### src/hdl/htbi_pkg.sv
// Shared constants for the host transmit buffer interface, both ends.
package htbi_pkg;
  // Bus widths
  localparam int ADDR_W = 8;
  localparam int DATA_W = 8;
  localparam int HADDR_W = 4;
  // Device register offsets
  localparam logic [7:0] OFS_TONE = 8'h02;
  localparam logic [7:0] OFS_TRAIN = 8'h04;
  localparam logic [7:0] OFS_TURNOFF = 8'h05;
  localparam logic [7:0] OFS_FLAG = 8'h0A;
  localparam logic [7:0] OFS_TXBUF = 8'h10;
  localparam logic [7:0] OFS_FRAME = 8'h11;
  localparam logic [7:0] OFS_MODE = 8'h12;
  localparam logic [7:0] OFS_IRQ = 8'h1E;
  // Device field positions
  localparam int BIT_TDE = 7;
  localparam int BIT_SHORT_TRAIN_SELECT = 0;
  localparam int BIT_SOFT_TURNOFF_ENABLE = 1;
  localparam int BIT_FLAG_PATTERN_SEEN = 0;
  localparam int BIT_EOF = 1;
  localparam int BIT_EMPTY = 3;
  localparam int BIT_IEN = 5;
  localparam int BIT_IACT = 7;
  localparam int MODE_ANS = 2;
  localparam int MODE_ASYNC = 3;
  localparam int MODE_HDLC = 4;
  localparam int MODE_FIFO = 5;
  // Reset values
  localparam logic [7:0] TONE_RST = 8'h80;
  localparam logic [7:0] ZERO_RST = 8'h00;
  // Line configuration codes, mode bits 1..0
  localparam logic [1:0] CFG_OTHER = 2'h0;
  localparam logic [1:0] CFG_V23 = 2'h1;
  localparam logic [1:0] CFG_V21 = 2'h2;
  localparam logic [1:0] CFG_BELL = 2'h3;
  // Closing tone frequencies in Hz
  localparam logic [11:0] HZ_V23 = 12'h384;
  localparam logic [11:0] HZ_V21_ORG = 12'h370;
  localparam logic [11:0] HZ_V21_ANS = 12'h60E;
  localparam logic [11:0] HZ_BELL_ORG = 12'h55A;
  localparam logic [11:0] HZ_BELL_ANS = 12'h915;
  // Closing tone durations
  localparam int CLK_HZ = 40_000_000;
  localparam int TONE_SHORT_MS = 7;
  localparam int TONE_LONG_MS = 30;
  localparam int TONE_SHORT_CYC = CLK_HZ / 1000 * TONE_SHORT_MS;
  localparam int TONE_LONG_CYC = CLK_HZ / 1000 * TONE_LONG_MS;
  localparam int TONE_CNT_W = 21;
  // Character framing
  localparam logic [3:0] BITS_SYNC = 4'h8;
  localparam logic [3:0] BITS_ASYNC = 4'hA;
  // Host command port offsets
  localparam logic [3:0] H_DATA = 4'h0;
  localparam logic [3:0] H_CTRL = 4'h1;
  localparam logic [3:0] H_STATUS = 4'h2;
  localparam logic [3:0] H_RADDR = 4'h3;
  localparam logic [3:0] H_RWRITE = 4'h4;
  localparam logic [3:0] H_RREAD = 4'h5;
  localparam logic [3:0] H_RRDATA = 4'h6;
  // Host field positions
  localparam int CTRL_RTS = 0;
  localparam int CTRL_EOF = 1;
  localparam int ST_PEND = 0;
  localparam int ST_CTS = 1;
  localparam int ST_IRQ = 2;
  localparam int ST_RAW = 3;
endpackage : htbi_pkg

### src/hdl/htbi_if.sv
// Interface joining the host controller and the data pump's interface memory.
`timescale 1ns/1ps
interface htbi_if;
  logic [htbi_pkg::ADDR_W-1:0] bus_addr; // Register offset
  logic [htbi_pkg::DATA_W-1:0] bus_wdata; // Write data
  logic bus_wr; // One-cycle write strobe
  logic bus_rd; // One-cycle read strobe
  logic [htbi_pkg::DATA_W-1:0] bus_rdata; // Read data, cycle after strobe
  logic irq; // Interrupt request, high active
  logic rts; // Request to send from host
  logic cts; // Clear to send from pump
  modport device (input bus_addr, bus_wdata, bus_wr, bus_rd, rts,
                  output bus_rdata, irq, cts);
  modport host (output bus_addr, bus_wdata, bus_wr, bus_rd, rts,
                input bus_rdata, irq, cts);
endinterface : htbi_if

### src/hdl/htbi_device.sv
// Data pump end: interface memory registers and transmit byte serializer.
`timescale 1ns/1ps
module htbi_device #(
  parameter int TONE_SHORT = htbi_pkg::TONE_SHORT_CYC, // 7 ms in clocks
  parameter int TONE_LONG = htbi_pkg::TONE_LONG_CYC // 30 ms in clocks
) (
  input wire logic clk_i,
  input wire logic rst_n_i,
  htbi_if.device link,
  input wire logic tx_bit_req_i,
  input wire logic flag_pattern_i,
  output logic tx_bit_o,
  output logic frame_end_o,
  output logic tone_detectors_enable_o,
  output logic keep_eq_taps_o,
  output logic turnoff_tone_o,
  output logic [11:0] turnoff_freq_o
);
  import htbi_pkg::*;

  // Control registers
  logic [7:0] tone_detect_control, next_tone_detect_control;
  logic [7:0] train_control, next_train_control;
  logic [7:0] turnoff_control, next_turnoff_control;
  logic [7:0] frame_end_control, next_frame_end_control;
  logic [7:0] mode_control, next_mode_control;
  logic tx_empty_irq_enable, next_tx_empty_irq_enable;
  // Buffer and its flags
  logic [7:0] transmit_byte_buffer, next_transmit_byte_buffer;
  logic buf_eof, next_buf_eof; // Frame end captured with the byte
  logic tx_buffer_empty_flag, next_tx_buffer_empty_flag;
  logic tx_empty_irq_active, next_tx_empty_irq_active;
  logic [7:0] rdata, next_rdata;
  // Serializer state
  logic [9:0] shift, next_shift;
  logic [3:0] bits_left, next_bits_left;
  logic shift_eof, next_shift_eof;
  logic tx_bit, next_tx_bit;
  logic frame_end, next_frame_end;
  // Pin synchronisers
  logic rts_meta, rts_sync, rts_prev;
  logic flag_meta, flag_sync;
  // Closing tone
  logic [TONE_CNT_W-1:0] tone_cnt, next_tone_cnt;
  logic [11:0] tone_freq, next_tone_freq;
  logic cts;
  logic wr_buf; // Host loads the buffer this cycle
  logic take; // Serializer takes the buffered byte
  logic flag_pattern_seen;
  assign wr_buf = link.bus_wr && (link.bus_addr == OFS_TXBUF);
  assign take = tx_bit_req_i && (bits_left == 4'h0) && !tx_buffer_empty_flag;
  assign flag_pattern_seen = flag_sync && mode_control[MODE_HDLC];
  // Two-flop synchronisers for pins from outside
  always_ff @(posedge clk_i) begin
    if (!rst_n_i) begin
      rts_meta <= 1'b0;
      rts_sync <= 1'b0;
      rts_prev <= 1'b0;
      flag_meta <= 1'b0;
      flag_sync <= 1'b0;
      cts <= 1'b0;
    end else begin
      rts_meta <= link.rts;
      rts_sync <= rts_meta;
      rts_prev <= rts_sync;
      flag_meta <= flag_pattern_i;
      flag_sync <= flag_meta;
      cts <= rts_sync; // Clear to send follows request once seen
    end
  end

  // Register writes, buffer flags and read mux
  always_comb begin
    next_tone_detect_control = tone_detect_control;
    next_train_control = train_control;
    next_turnoff_control = turnoff_control;
    next_frame_end_control = frame_end_control;
    next_mode_control = mode_control;
    next_tx_empty_irq_enable = tx_empty_irq_enable;
    next_transmit_byte_buffer = transmit_byte_buffer;
    next_buf_eof = buf_eof;
    next_tx_buffer_empty_flag = tx_buffer_empty_flag;
    next_tx_empty_irq_active = tx_empty_irq_active;
    next_rdata = ZERO_RST;
    if (link.bus_wr) begin
      unique case (link.bus_addr)
        OFS_TONE: next_tone_detect_control = link.bus_wdata;
        OFS_TRAIN: next_train_control = link.bus_wdata;
        OFS_TURNOFF: next_turnoff_control = link.bus_wdata;
        OFS_FRAME: next_frame_end_control = link.bus_wdata;
        OFS_MODE: next_mode_control = link.bus_wdata;
        OFS_IRQ: next_tx_empty_irq_enable = link.bus_wdata[BIT_IEN];
        OFS_TXBUF: begin
          next_transmit_byte_buffer = link.bus_wdata;
          // Frame end only counts in HDLC with the FIFO on
          next_buf_eof = frame_end_control[BIT_EOF] && mode_control[MODE_HDLC]
                         && mode_control[MODE_FIFO];
          next_tx_buffer_empty_flag = 1'b0;
          next_tx_empty_irq_active = 1'b0;
        end
        default: ; // Unmapped writes are dropped
      endcase
    end
    // Taking the byte sets empty; set wins over a same-cycle write
    if (take) begin
      next_tx_buffer_empty_flag = 1'b1;
      if (tx_empty_irq_enable) begin
        next_tx_empty_irq_active = 1'b1;
      end
    end
    if (link.bus_rd) begin
      unique case (link.bus_addr)
        OFS_TONE: next_rdata = tone_detect_control;
        OFS_TRAIN: next_rdata = train_control;
        OFS_TURNOFF: next_rdata = turnoff_control;
        OFS_FLAG: next_rdata = {7'h00, flag_pattern_seen};
        OFS_FRAME: next_rdata = frame_end_control;
        OFS_MODE: next_rdata = mode_control;
        OFS_IRQ: begin
          next_rdata[BIT_IACT] = tx_empty_irq_active;
          next_rdata[BIT_IEN] = tx_empty_irq_enable;
          next_rdata[BIT_EMPTY] = tx_buffer_empty_flag;
        end
        default: next_rdata = ZERO_RST; // Buffer and unmapped read as zero
      endcase
    end
  end

  // Register file storage
  always_ff @(posedge clk_i) begin
    if (!rst_n_i) begin
      tone_detect_control <= TONE_RST;
      train_control <= ZERO_RST;
      turnoff_control <= ZERO_RST;
      frame_end_control <= ZERO_RST;
      mode_control <= ZERO_RST;
      tx_empty_irq_enable <= 1'b0;
      transmit_byte_buffer <= ZERO_RST;
      buf_eof <= 1'b0;
      tx_buffer_empty_flag <= 1'b1;
      tx_empty_irq_active <= 1'b0;
      rdata <= ZERO_RST;
    end else begin
      tone_detect_control <= next_tone_detect_control;
      train_control <= next_train_control;
      turnoff_control <= next_turnoff_control;
      frame_end_control <= next_frame_end_control;
      mode_control <= next_mode_control;
      tx_empty_irq_enable <= next_tx_empty_irq_enable;
      transmit_byte_buffer <= next_transmit_byte_buffer;
      buf_eof <= next_buf_eof;
      tx_buffer_empty_flag <= next_tx_buffer_empty_flag;
      tx_empty_irq_active <= next_tx_empty_irq_active;
      rdata <= next_rdata;
    end
  end

  // Serializer: one bit per request from the modulator
  always_comb begin
    next_shift = shift;
    next_bits_left = bits_left;
    next_shift_eof = shift_eof;
    next_tx_bit = tx_bit;
    next_frame_end = 1'b0;
    if (tx_bit_req_i) begin
      if (bits_left == 4'h0) begin
        if (take) begin
          if (mode_control[MODE_ASYNC]) begin
            // Start bit, data low bit first, stop bit
            next_shift = {1'b1, transmit_byte_buffer, 1'b0};
            next_bits_left = BITS_ASYNC - 4'h1;
          end else begin
            next_shift = {2'b11, transmit_byte_buffer};
            next_bits_left = BITS_SYNC - 4'h1;
          end
          next_tx_bit = next_shift[0];
          next_shift_eof = buf_eof;
        end else begin
          next_tx_bit = 1'b1; // Idle ones while nothing waits
        end
      end else begin
        next_shift = {1'b1, shift[9:1]};
        next_tx_bit = shift[1];
        next_bits_left = bits_left - 4'h1;
        if (bits_left == 4'h1) begin
          next_frame_end = shift_eof; // Last bit of the final byte
        end
      end
    end
  end
  // Serializer registers
  always_ff @(posedge clk_i) begin
    if (!rst_n_i) begin
      shift <= 10'h3FF;
      bits_left <= 4'h0;
      shift_eof <= 1'b0;
      tx_bit <= 1'b1;
      frame_end <= 1'b0;
    end else begin
      shift <= next_shift;
      bits_left <= next_bits_left;
      shift_eof <= next_shift_eof;
      tx_bit <= next_tx_bit;
      frame_end <= next_frame_end;
    end
  end
  // Closing tone: starts when request to send drops
  always_comb begin
    next_tone_cnt = tone_cnt;
    next_tone_freq = tone_freq;
    if (tone_cnt != '0) begin
      next_tone_cnt = tone_cnt - 1'b1;
    end else if (rts_prev && !rts_sync && turnoff_control[BIT_SOFT_TURNOFF_ENABLE]
                 && mode_control[1:0] != CFG_OTHER) begin
      unique case (mode_control[1:0])
        CFG_V23: begin
          next_tone_freq = HZ_V23;
          next_tone_cnt = TONE_CNT_W'(TONE_SHORT);
        end
        CFG_V21: begin
          next_tone_freq = mode_control[MODE_ANS] ? HZ_V21_ANS : HZ_V21_ORG;
          next_tone_cnt = TONE_CNT_W'(TONE_LONG);
        end
        default: begin
          next_tone_freq = mode_control[MODE_ANS] ? HZ_BELL_ANS : HZ_BELL_ORG;
          next_tone_cnt = TONE_CNT_W'(TONE_LONG);
        end
      endcase
    end
  end
  // Closing tone registers
  always_ff @(posedge clk_i) begin
    if (!rst_n_i) begin
      tone_cnt <= '0;
      tone_freq <= 12'h000;
    end else begin
      tone_cnt <= next_tone_cnt;
      tone_freq <= next_tone_freq;
    end
  end

  assign link.bus_rdata = rdata;
  assign link.irq = tx_empty_irq_active;
  assign link.cts = cts;
  assign tx_bit_o = tx_bit;
  assign frame_end_o = frame_end;
  assign tone_detectors_enable_o = tone_detect_control[BIT_TDE];
  assign keep_eq_taps_o = train_control[BIT_SHORT_TRAIN_SELECT];
  assign turnoff_tone_o = (tone_cnt != '0);
  assign turnoff_freq_o = tone_freq;
endmodule : htbi_device

### src/flat_wrapper.sv
// flat-port wrapper written by rule: the top's interface ports become plain ports
module htbi_device_flat import htbi_pkg::*;
#(
  parameter int TONE_SHORT = htbi_pkg::TONE_SHORT_CYC,                  
  parameter int TONE_LONG = htbi_pkg::TONE_LONG_CYC                   
)
  (clk_i, rst_n_i, tx_bit_req_i, flag_pattern_i, tx_bit_o, frame_end_o, tone_detectors_enable_o, keep_eq_taps_o, turnoff_tone_o, turnoff_freq_o, link_bus_addr, link_bus_wdata, link_bus_wr, link_bus_rd, link_rts, link_bus_rdata, link_irq, link_cts);
  htbi_if link_i ();
  input wire logic clk_i;
  input wire logic rst_n_i;
  input wire logic tx_bit_req_i;
  input wire logic flag_pattern_i;
  output logic tx_bit_o;
  output logic frame_end_o;
  output logic tone_detectors_enable_o;
  output logic keep_eq_taps_o;
  output logic turnoff_tone_o;
  output logic [11:0] turnoff_freq_o;
  input wire logic [$bits(link_i.bus_addr)-1:0] link_bus_addr;
  input wire logic [$bits(link_i.bus_wdata)-1:0] link_bus_wdata;
  input wire logic [$bits(link_i.bus_wr)-1:0] link_bus_wr;
  input wire logic [$bits(link_i.bus_rd)-1:0] link_bus_rd;
  input wire logic [$bits(link_i.rts)-1:0] link_rts;
  output wire logic [$bits(link_i.bus_rdata)-1:0] link_bus_rdata;
  output wire logic [$bits(link_i.irq)-1:0] link_irq;
  output wire logic [$bits(link_i.cts)-1:0] link_cts;
  assign link_i.bus_addr = link_bus_addr;
  assign link_i.bus_wdata = link_bus_wdata;
  assign link_i.bus_wr = link_bus_wr;
  assign link_i.bus_rd = link_bus_rd;
  assign link_i.rts = link_rts;
  assign link_bus_rdata = link_i.bus_rdata;
  assign link_irq = link_i.irq;
  assign link_cts = link_i.cts;
  htbi_device #(.TONE_SHORT(TONE_SHORT), .TONE_LONG(TONE_LONG)) u_core (.clk_i(clk_i), .rst_n_i(rst_n_i), .link(link_i), .tx_bit_req_i(tx_bit_req_i), .flag_pattern_i(flag_pattern_i), .tx_bit_o(tx_bit_o), .frame_end_o(frame_end_o), .tone_detectors_enable_o(tone_detectors_enable_o), .keep_eq_taps_o(keep_eq_taps_o), .turnoff_tone_o(turnoff_tone_o), .turnoff_freq_o(turnoff_freq_o));
endmodule
### config.mk
export PLATFORM = sky130hd
export DESIGN_NAME = htbi_device_flat
export DESIGN_NICKNAME = d
export VERILOG_FILES = /design/src/hdl/htbi_pkg.sv /design/src/hdl/htbi_if.sv /design/src/hdl/htbi_device.sv /design/src/flat_wrapper.sv
export SDC_FILE = /design/constraint.sdc
export NUM_CORES = 1
export LEC_CHECK = 0
export BUFFER_PORTS_ARGS = -buffer_cell sky130_fd_sc_hd__buf_4
export CAP_MARGIN = 20
export CORE_UTILIZATION = 45
export DETAILED_ROUTE_END_ITERATION = 8
export GPL_ROUTABILITY_DRIVEN = 0
export SYNTH_ARGS = -nofsm -noshare
export SYNTH_HDL_FRONTEND = slang
export SYNTH_SLANG_ARGS = --single-unit
### constraint.sdc
create_clock -name clk_i -period 2.2 [get_ports clk_i]
set_input_delay 0.44 -clock clk_i [delete_from_list [all_inputs] [get_ports clk_i]]
set_output_delay 0.44 -clock clk_i [all_outputs]
set_load 0.01 [all_outputs]
After elaboration in Yosys (flattened, before gate mapping)

Cells that the tools add are included.

Muxes and demuxes: 24
Eq/ne operators: 12
Reductions and logical operators: 27
Add/sub/neg operators: 2
Bitwise gates (word level): 4

Operator list:

| operator                                            | number |
|---|---|
| 2-to-1 mux 21 bit                                   | 3 |
| equality test 8 x 5 -> 1 bit, second input constant | 4 |
| one-hot mux 12 bit (2 select lines)                 | 1 |
| nonzero test 21 bit                                 | 1 |
| subtractor 21 x 1 -> 21 bit, second input constant  | 1 |
| 2-to-1 mux 10 bit                                   | 2 |
| AND reduction 2 bit                                 | 10 |
| one-hot mux 1 bit (6 select lines)                  | 3 |
| one-hot mux 3 bit (6 select lines)                  | 1 |
| equality test 8 x 3 -> 1 bit, second input constant | 2 |
| 2-to-1 mux 12 bit                                   | 1 |
| 2-to-1 mux 4 bit                                    | 3 |
| 2-to-1 mux 11 bit                                   | 1 |
| one-hot mux 1 bit (5 select lines)                  | 2 |
| 2-to-1 mux 9 bit                                    | 1 |
| equality test 8 x 2 -> 1 bit, second input constant | 1 |
| equality test 8 x 4 -> 1 bit, second input constant | 1 |
| logical AND 1 bit                                   | 8 |
| 2-to-1 mux 1 bit                                    | 6 |
| equality test 4 x 1 -> 1 bit, second input constant | 1 |
| logical NOT 4 bit                                   | 1 |
| inverter 1 bit                                      | 4 |
| nonzero test 2 bit                                  | 2 |
| OR reduction 4 bit                                  | 1 |
| other kinds (7)                                     | 8 |

Register bits: 115

Logic depth before layout (Yosys ltp)

Word-level depth: 6
Mapped depth: 9

Worst setup path after synthesis

Ideal clock, no wire load.

Kind: input port to flip-flop
Start point: input link_bus_addr[3]
End point: register u_core.train_control[7]
Path buffers: 2
Cell stages on the path: 7
Path slack: 0.157 ns
Arrival time: 1.928 ns
Setup time: 0.115 ns
Cells stage by stage: nor4_4 nand2_4 or4b_4 buf_6 buf_12 nand3_2 o21ai_2

Word-level cells in the longest chain between the ends: 2

Ends and longest elaborated chain:

| what                          | line               | text |
|---|---|---|
| from (decl)                   | flat_wrapper.sv:19 | `input wire logic [$bits(link_i.bus_addr)-1:0] link_bus_addr;` |
| equality test 8 x 3 -> 1 bit  | htbi_device.sv:86  | `unique case (link.bus_addr)` |
| AND reduction 2 bit (no line) | --                 |  |
| to (signal assigned)          | htbi_device.sv:145 | `train_control <= next_train_control;` |
| to (decl)                     | htbi_device.sv:23  | `logic [7:0] train_control, next_train_control;` |

No other way between the ends.
A chain may end at the register's enable or synchronous reset.

Final worst setup path

Start point: register u_core.tone_cnt[10]
End point: output turnoff_tone_o

Word-level cells in the longest chain between the ends: 1

Ends and longest elaborated chain:

| what                   | line               | text |
|---|---|---|
| from (decl)            | htbi_device.sv:44  | `logic [TONE_CNT_W-1:0] tone_cnt, next_tone_cnt;` |
| from (signal assigned) | htbi_device.sv:237 | `tone_cnt <= next_tone_cnt;` |
| nonzero test 21 bit    | htbi_device.sv:249 | `assign turnoff_tone_o = (tone_cnt != '0);` |
| to (decl)              | flat_wrapper.sv:17 | `output logic turnoff_tone_o;` |

No other way between the ends.

==> run summary <==
The slew at the pin with the worst max-slew slack is 0.651 ns, and the final count of pins violating max slew is 0. The total chip power came out at 6.61 mW. Average footprint of a synthesized cell: 8.73 µm². The startpoint type of the worst setup path was a flop. The total routing resource utilization after global routing is 0.229, and the sequential-to-total area share from yosys stat is 0.436. The first-pass GRT wire length was 20,300 µm; the area of all placed cells without fillers was 0.00596 mm². The worst slew slack as a fraction of its limit was 0.566. The total clock buffers created by CTS is 9. At the end of the flow, the number of nets in the layout was 665.

The run gives 0 as the post-detailed-route count of antenna-violating nets. The worst hold path was traced through 2 stages. The multi-input combinational cells in the finished layout cover a total of 0.00267 mm². The hold violation total from the final report is 0, and the critical path data required time is 1.76 ns. Critical setup path kind: flop to primary output. Leaving out fill and tap cells, the most frequent cell in the layout is dfxtp_1. The die span in y was 108 µm. The floorplan step set the die width to 108 µm. Once placement finished, the instance area stood at 0.00564 mm². Dividing the detail-routed wire length by the instance count gives 16.4 µm.

TritonCTS built the clock tree. The count of synthesis-stage warnings from yosys was 0. Detailed placement ended at an HPWL of 8980 µm. In this run, synthesis produced a sequential element count of 110. The maximum clock insertion buffer count was 2. In the routed layout, each cell is associated on average with a via count of 5.60. Timing would allow up to 472 MHz. The worst vdd rail ir drop is 0.000846 V. The clock insertion delay at the later pin of the skew report is 0.39 ns, and the minimum clock period after layout is 2.12 ns. Clock-pin slew was measured on the worst setup and hold paths at 0.10 ns.

The tools report the final-layout fill cell count as 1,035. The initial standard-cell utilization of the core is 0.464. The number of distinct library cells after synthesis is 58, and the count of antenna diodes in the layout is 0. The synthesized cell area is 0.00505 mm².

Entering global routing, the biggest net connects 45 pins. Among all flip-flop cells after synthesis, the most frequent one is dfxtp_1. In this run, synthesis inferred 0 flip-flops with an integrated enable.

The logs give 1.68 ns for the critical path arrival and 0.00794 ns for the final clock skew. When the netlist entered floorplanning its net count stood at 610. STA classifies the critical path endpoint as a primary output. For this design the ratio of total power to cell area is 1110 mW/mm². In this run, post-CTS hold repair placed 0 buffers. In this run the worst path has a maximum fanout of 5. The floorplan has 38 rows. The final layout contains routed wiring with a total length of 12,800 µm.

The number of port buffers is 49, and the area growth from synthesis to layout is 17.9%. The initial antenna violation count was 0. Summed over all cells, the static leakage comes to 2.28 nW. The tools report the clock tree root buffer cell as clkbuf_8. The die covers 0.0117 mm².

The fraction of final layout cells sized beyond drive strength 1 came out at 0.204. The first-pass iteration count of the detailed router was 5. Leaving out fill and tap cells, the most frequent cells in the layout are 107 x dfxtp_1, 84 x buf_4, 62 x nand2_1. Iteration-0 DRC count of the detailed router: 259.

The tools report the via count of the first global-routing pass as 4,010. The area occupied by registers was 0.00221 mm²; the cell depth of the worst flop-to-flop path was 6. The detailed router placed 4,355 vias in this run. For the total congestion overflow, the log shows 0. The count of final setup violators came out at 0. The fraction of the cycle the final worst path needs was 0.963. The min-delay analysis places its worst path in the category input port to flop.

The tools report the count of clock tree sinks as 110. The run finished with clean final reports. The H-tree generated during clock tree synthesis spans 3 levels. Max-cap violations in this run came to 0. The tools report the remaining design rule violation count as 0.

The floorplan step defined a core boundary enclosing 0.0109 mm². The cell count after synthesis was 579; the share of the core filled with cells in the final layout was 0.548. 50 I/O pins were placed. The async set-reset flop share out of synthesis was 0.
power breakdown:
group          internal [mW]  switching [mW]  total, mW  leakage [nW]
sequential              2.28           0.301       2.58         0.894
clock                  0.643           0.720       1.36         0.102
combinational           1.28            1.39       2.67          1.29
metrics by stage:
step	worst slack (ns)	std cells	hold slack (ns)	setup TNS [ns]
final	0.0805	778	0.251	0
after global routing	-0.00571	778	0.233	-0.0113
after detailed placement	0.0708	757	0.429	0
after CTS	0.0269	773	0.239	0
after floorplan	0.157	579	0.412	0
after global placement	0.146	757	0.425	0
cells in the mapped netlist (all sizes together), types with 5 or more instances:
library cell  number  area (µm²)
dfxtp            110        2200
nand2             64         248
nand3             54         280
o21ai             52         290
mux2i             27         270
clkbuf            26        97.6
nor2              26         100
a21boi            18         135
nor3              17        90.1
buf               15         104
nor2b             15        93.8
a21oi             13        65.1
and2              13        81.3
a22oi             11        82.6
inv               11        41.3
and3               9        56.3
nor4               9        77.6
ha                 8         100
o211ai             8        60.1
nand2b             6        37.5
xor2               6        52.6
nand3b             5        37.5
nor3b              5        37.5
xnor2              5        43.8
cell families after synthesis:
kind of cell | share of synthesized area
xor gates and xnor gates | 0.0191
muxes | 0.0535
DFF | 0.436
buffers and inverters | 0.0480
AOI/OAI and AO/OA | 0.164
and+or+nand+nor | 0.260
adders and majority gates | 0.0198
timing repair:
item | in CTS | in global routing
pin swaps | 2 | 3
gates resized for setup | 7 | 9
setup endpoints to repair | 1 | 3
setup buffers | 1 | 5
cell type report:
| type | instances | share of cell area |
|---|---|---|
| sequential | 110 | 0.370 |
| tap | 140 | 0.0294 |
| timing repair buffer | 85 | 0.109 |
| clock inverter | 6 | 0.0155 |
| inverter | 11 | 0.00693 |
| multi-input combinational | 417 | 0.448 |
| clock buffer | 9 | 0.0208 |
per-layer routing:
layer | global-route usage | vias to the layer above | part of all wire
met5 | 0 | - | 0
met4 | 0.0734 | 0 | 0.013
met3 | 0.0705 | 11 | 0.062
met2 | 0.349 | 133 | 0.46
met1 | 0.307 | 2040 | 0.47
li1 | - | 2171 | -
sequential cells by signal (all words and copies together) (netlist names), 4 cells and up:
signal and flops:
u_core.link.bus_rdata 8, u_core.tone_cnt 21, u_core.mode_control 8, u_core.tone_detect_control 8
u_core.transmit_byte_buffer 8, u_core.bits_left 4, u_core.shift 8, u_core.frame_end_control 8
u_core.turnoff_control 8, u_core.turnoff_freq_o 9, u_core.train_control 8
critical path, cell delays in order (launching register included):
cell     delay (ns)
dfxtp_2        0.36
nor4_4         0.39
and4_4         0.32
nand2_4        0.07
buf_4          0.14
path summary, 6_finish.rpt:
| check | from | endpoint | slack [ns] |
|---|---|---|---|
| hold reg to reg | u_core.rts_meta | u_core.rts_sync | 0.45 |
| setup / recovery | u_core.tone_cnt[10] | turnoff_tone_o | 0.08 |
| setup reg to reg | u_core.mode_control[1] | u_core.turnoff_freq_o[5] | 0.11 |
| hold / removal | link_rts | u_core.rts_meta | 0.25 |
No activity file was read; power rests on OpenSTA's default activity.
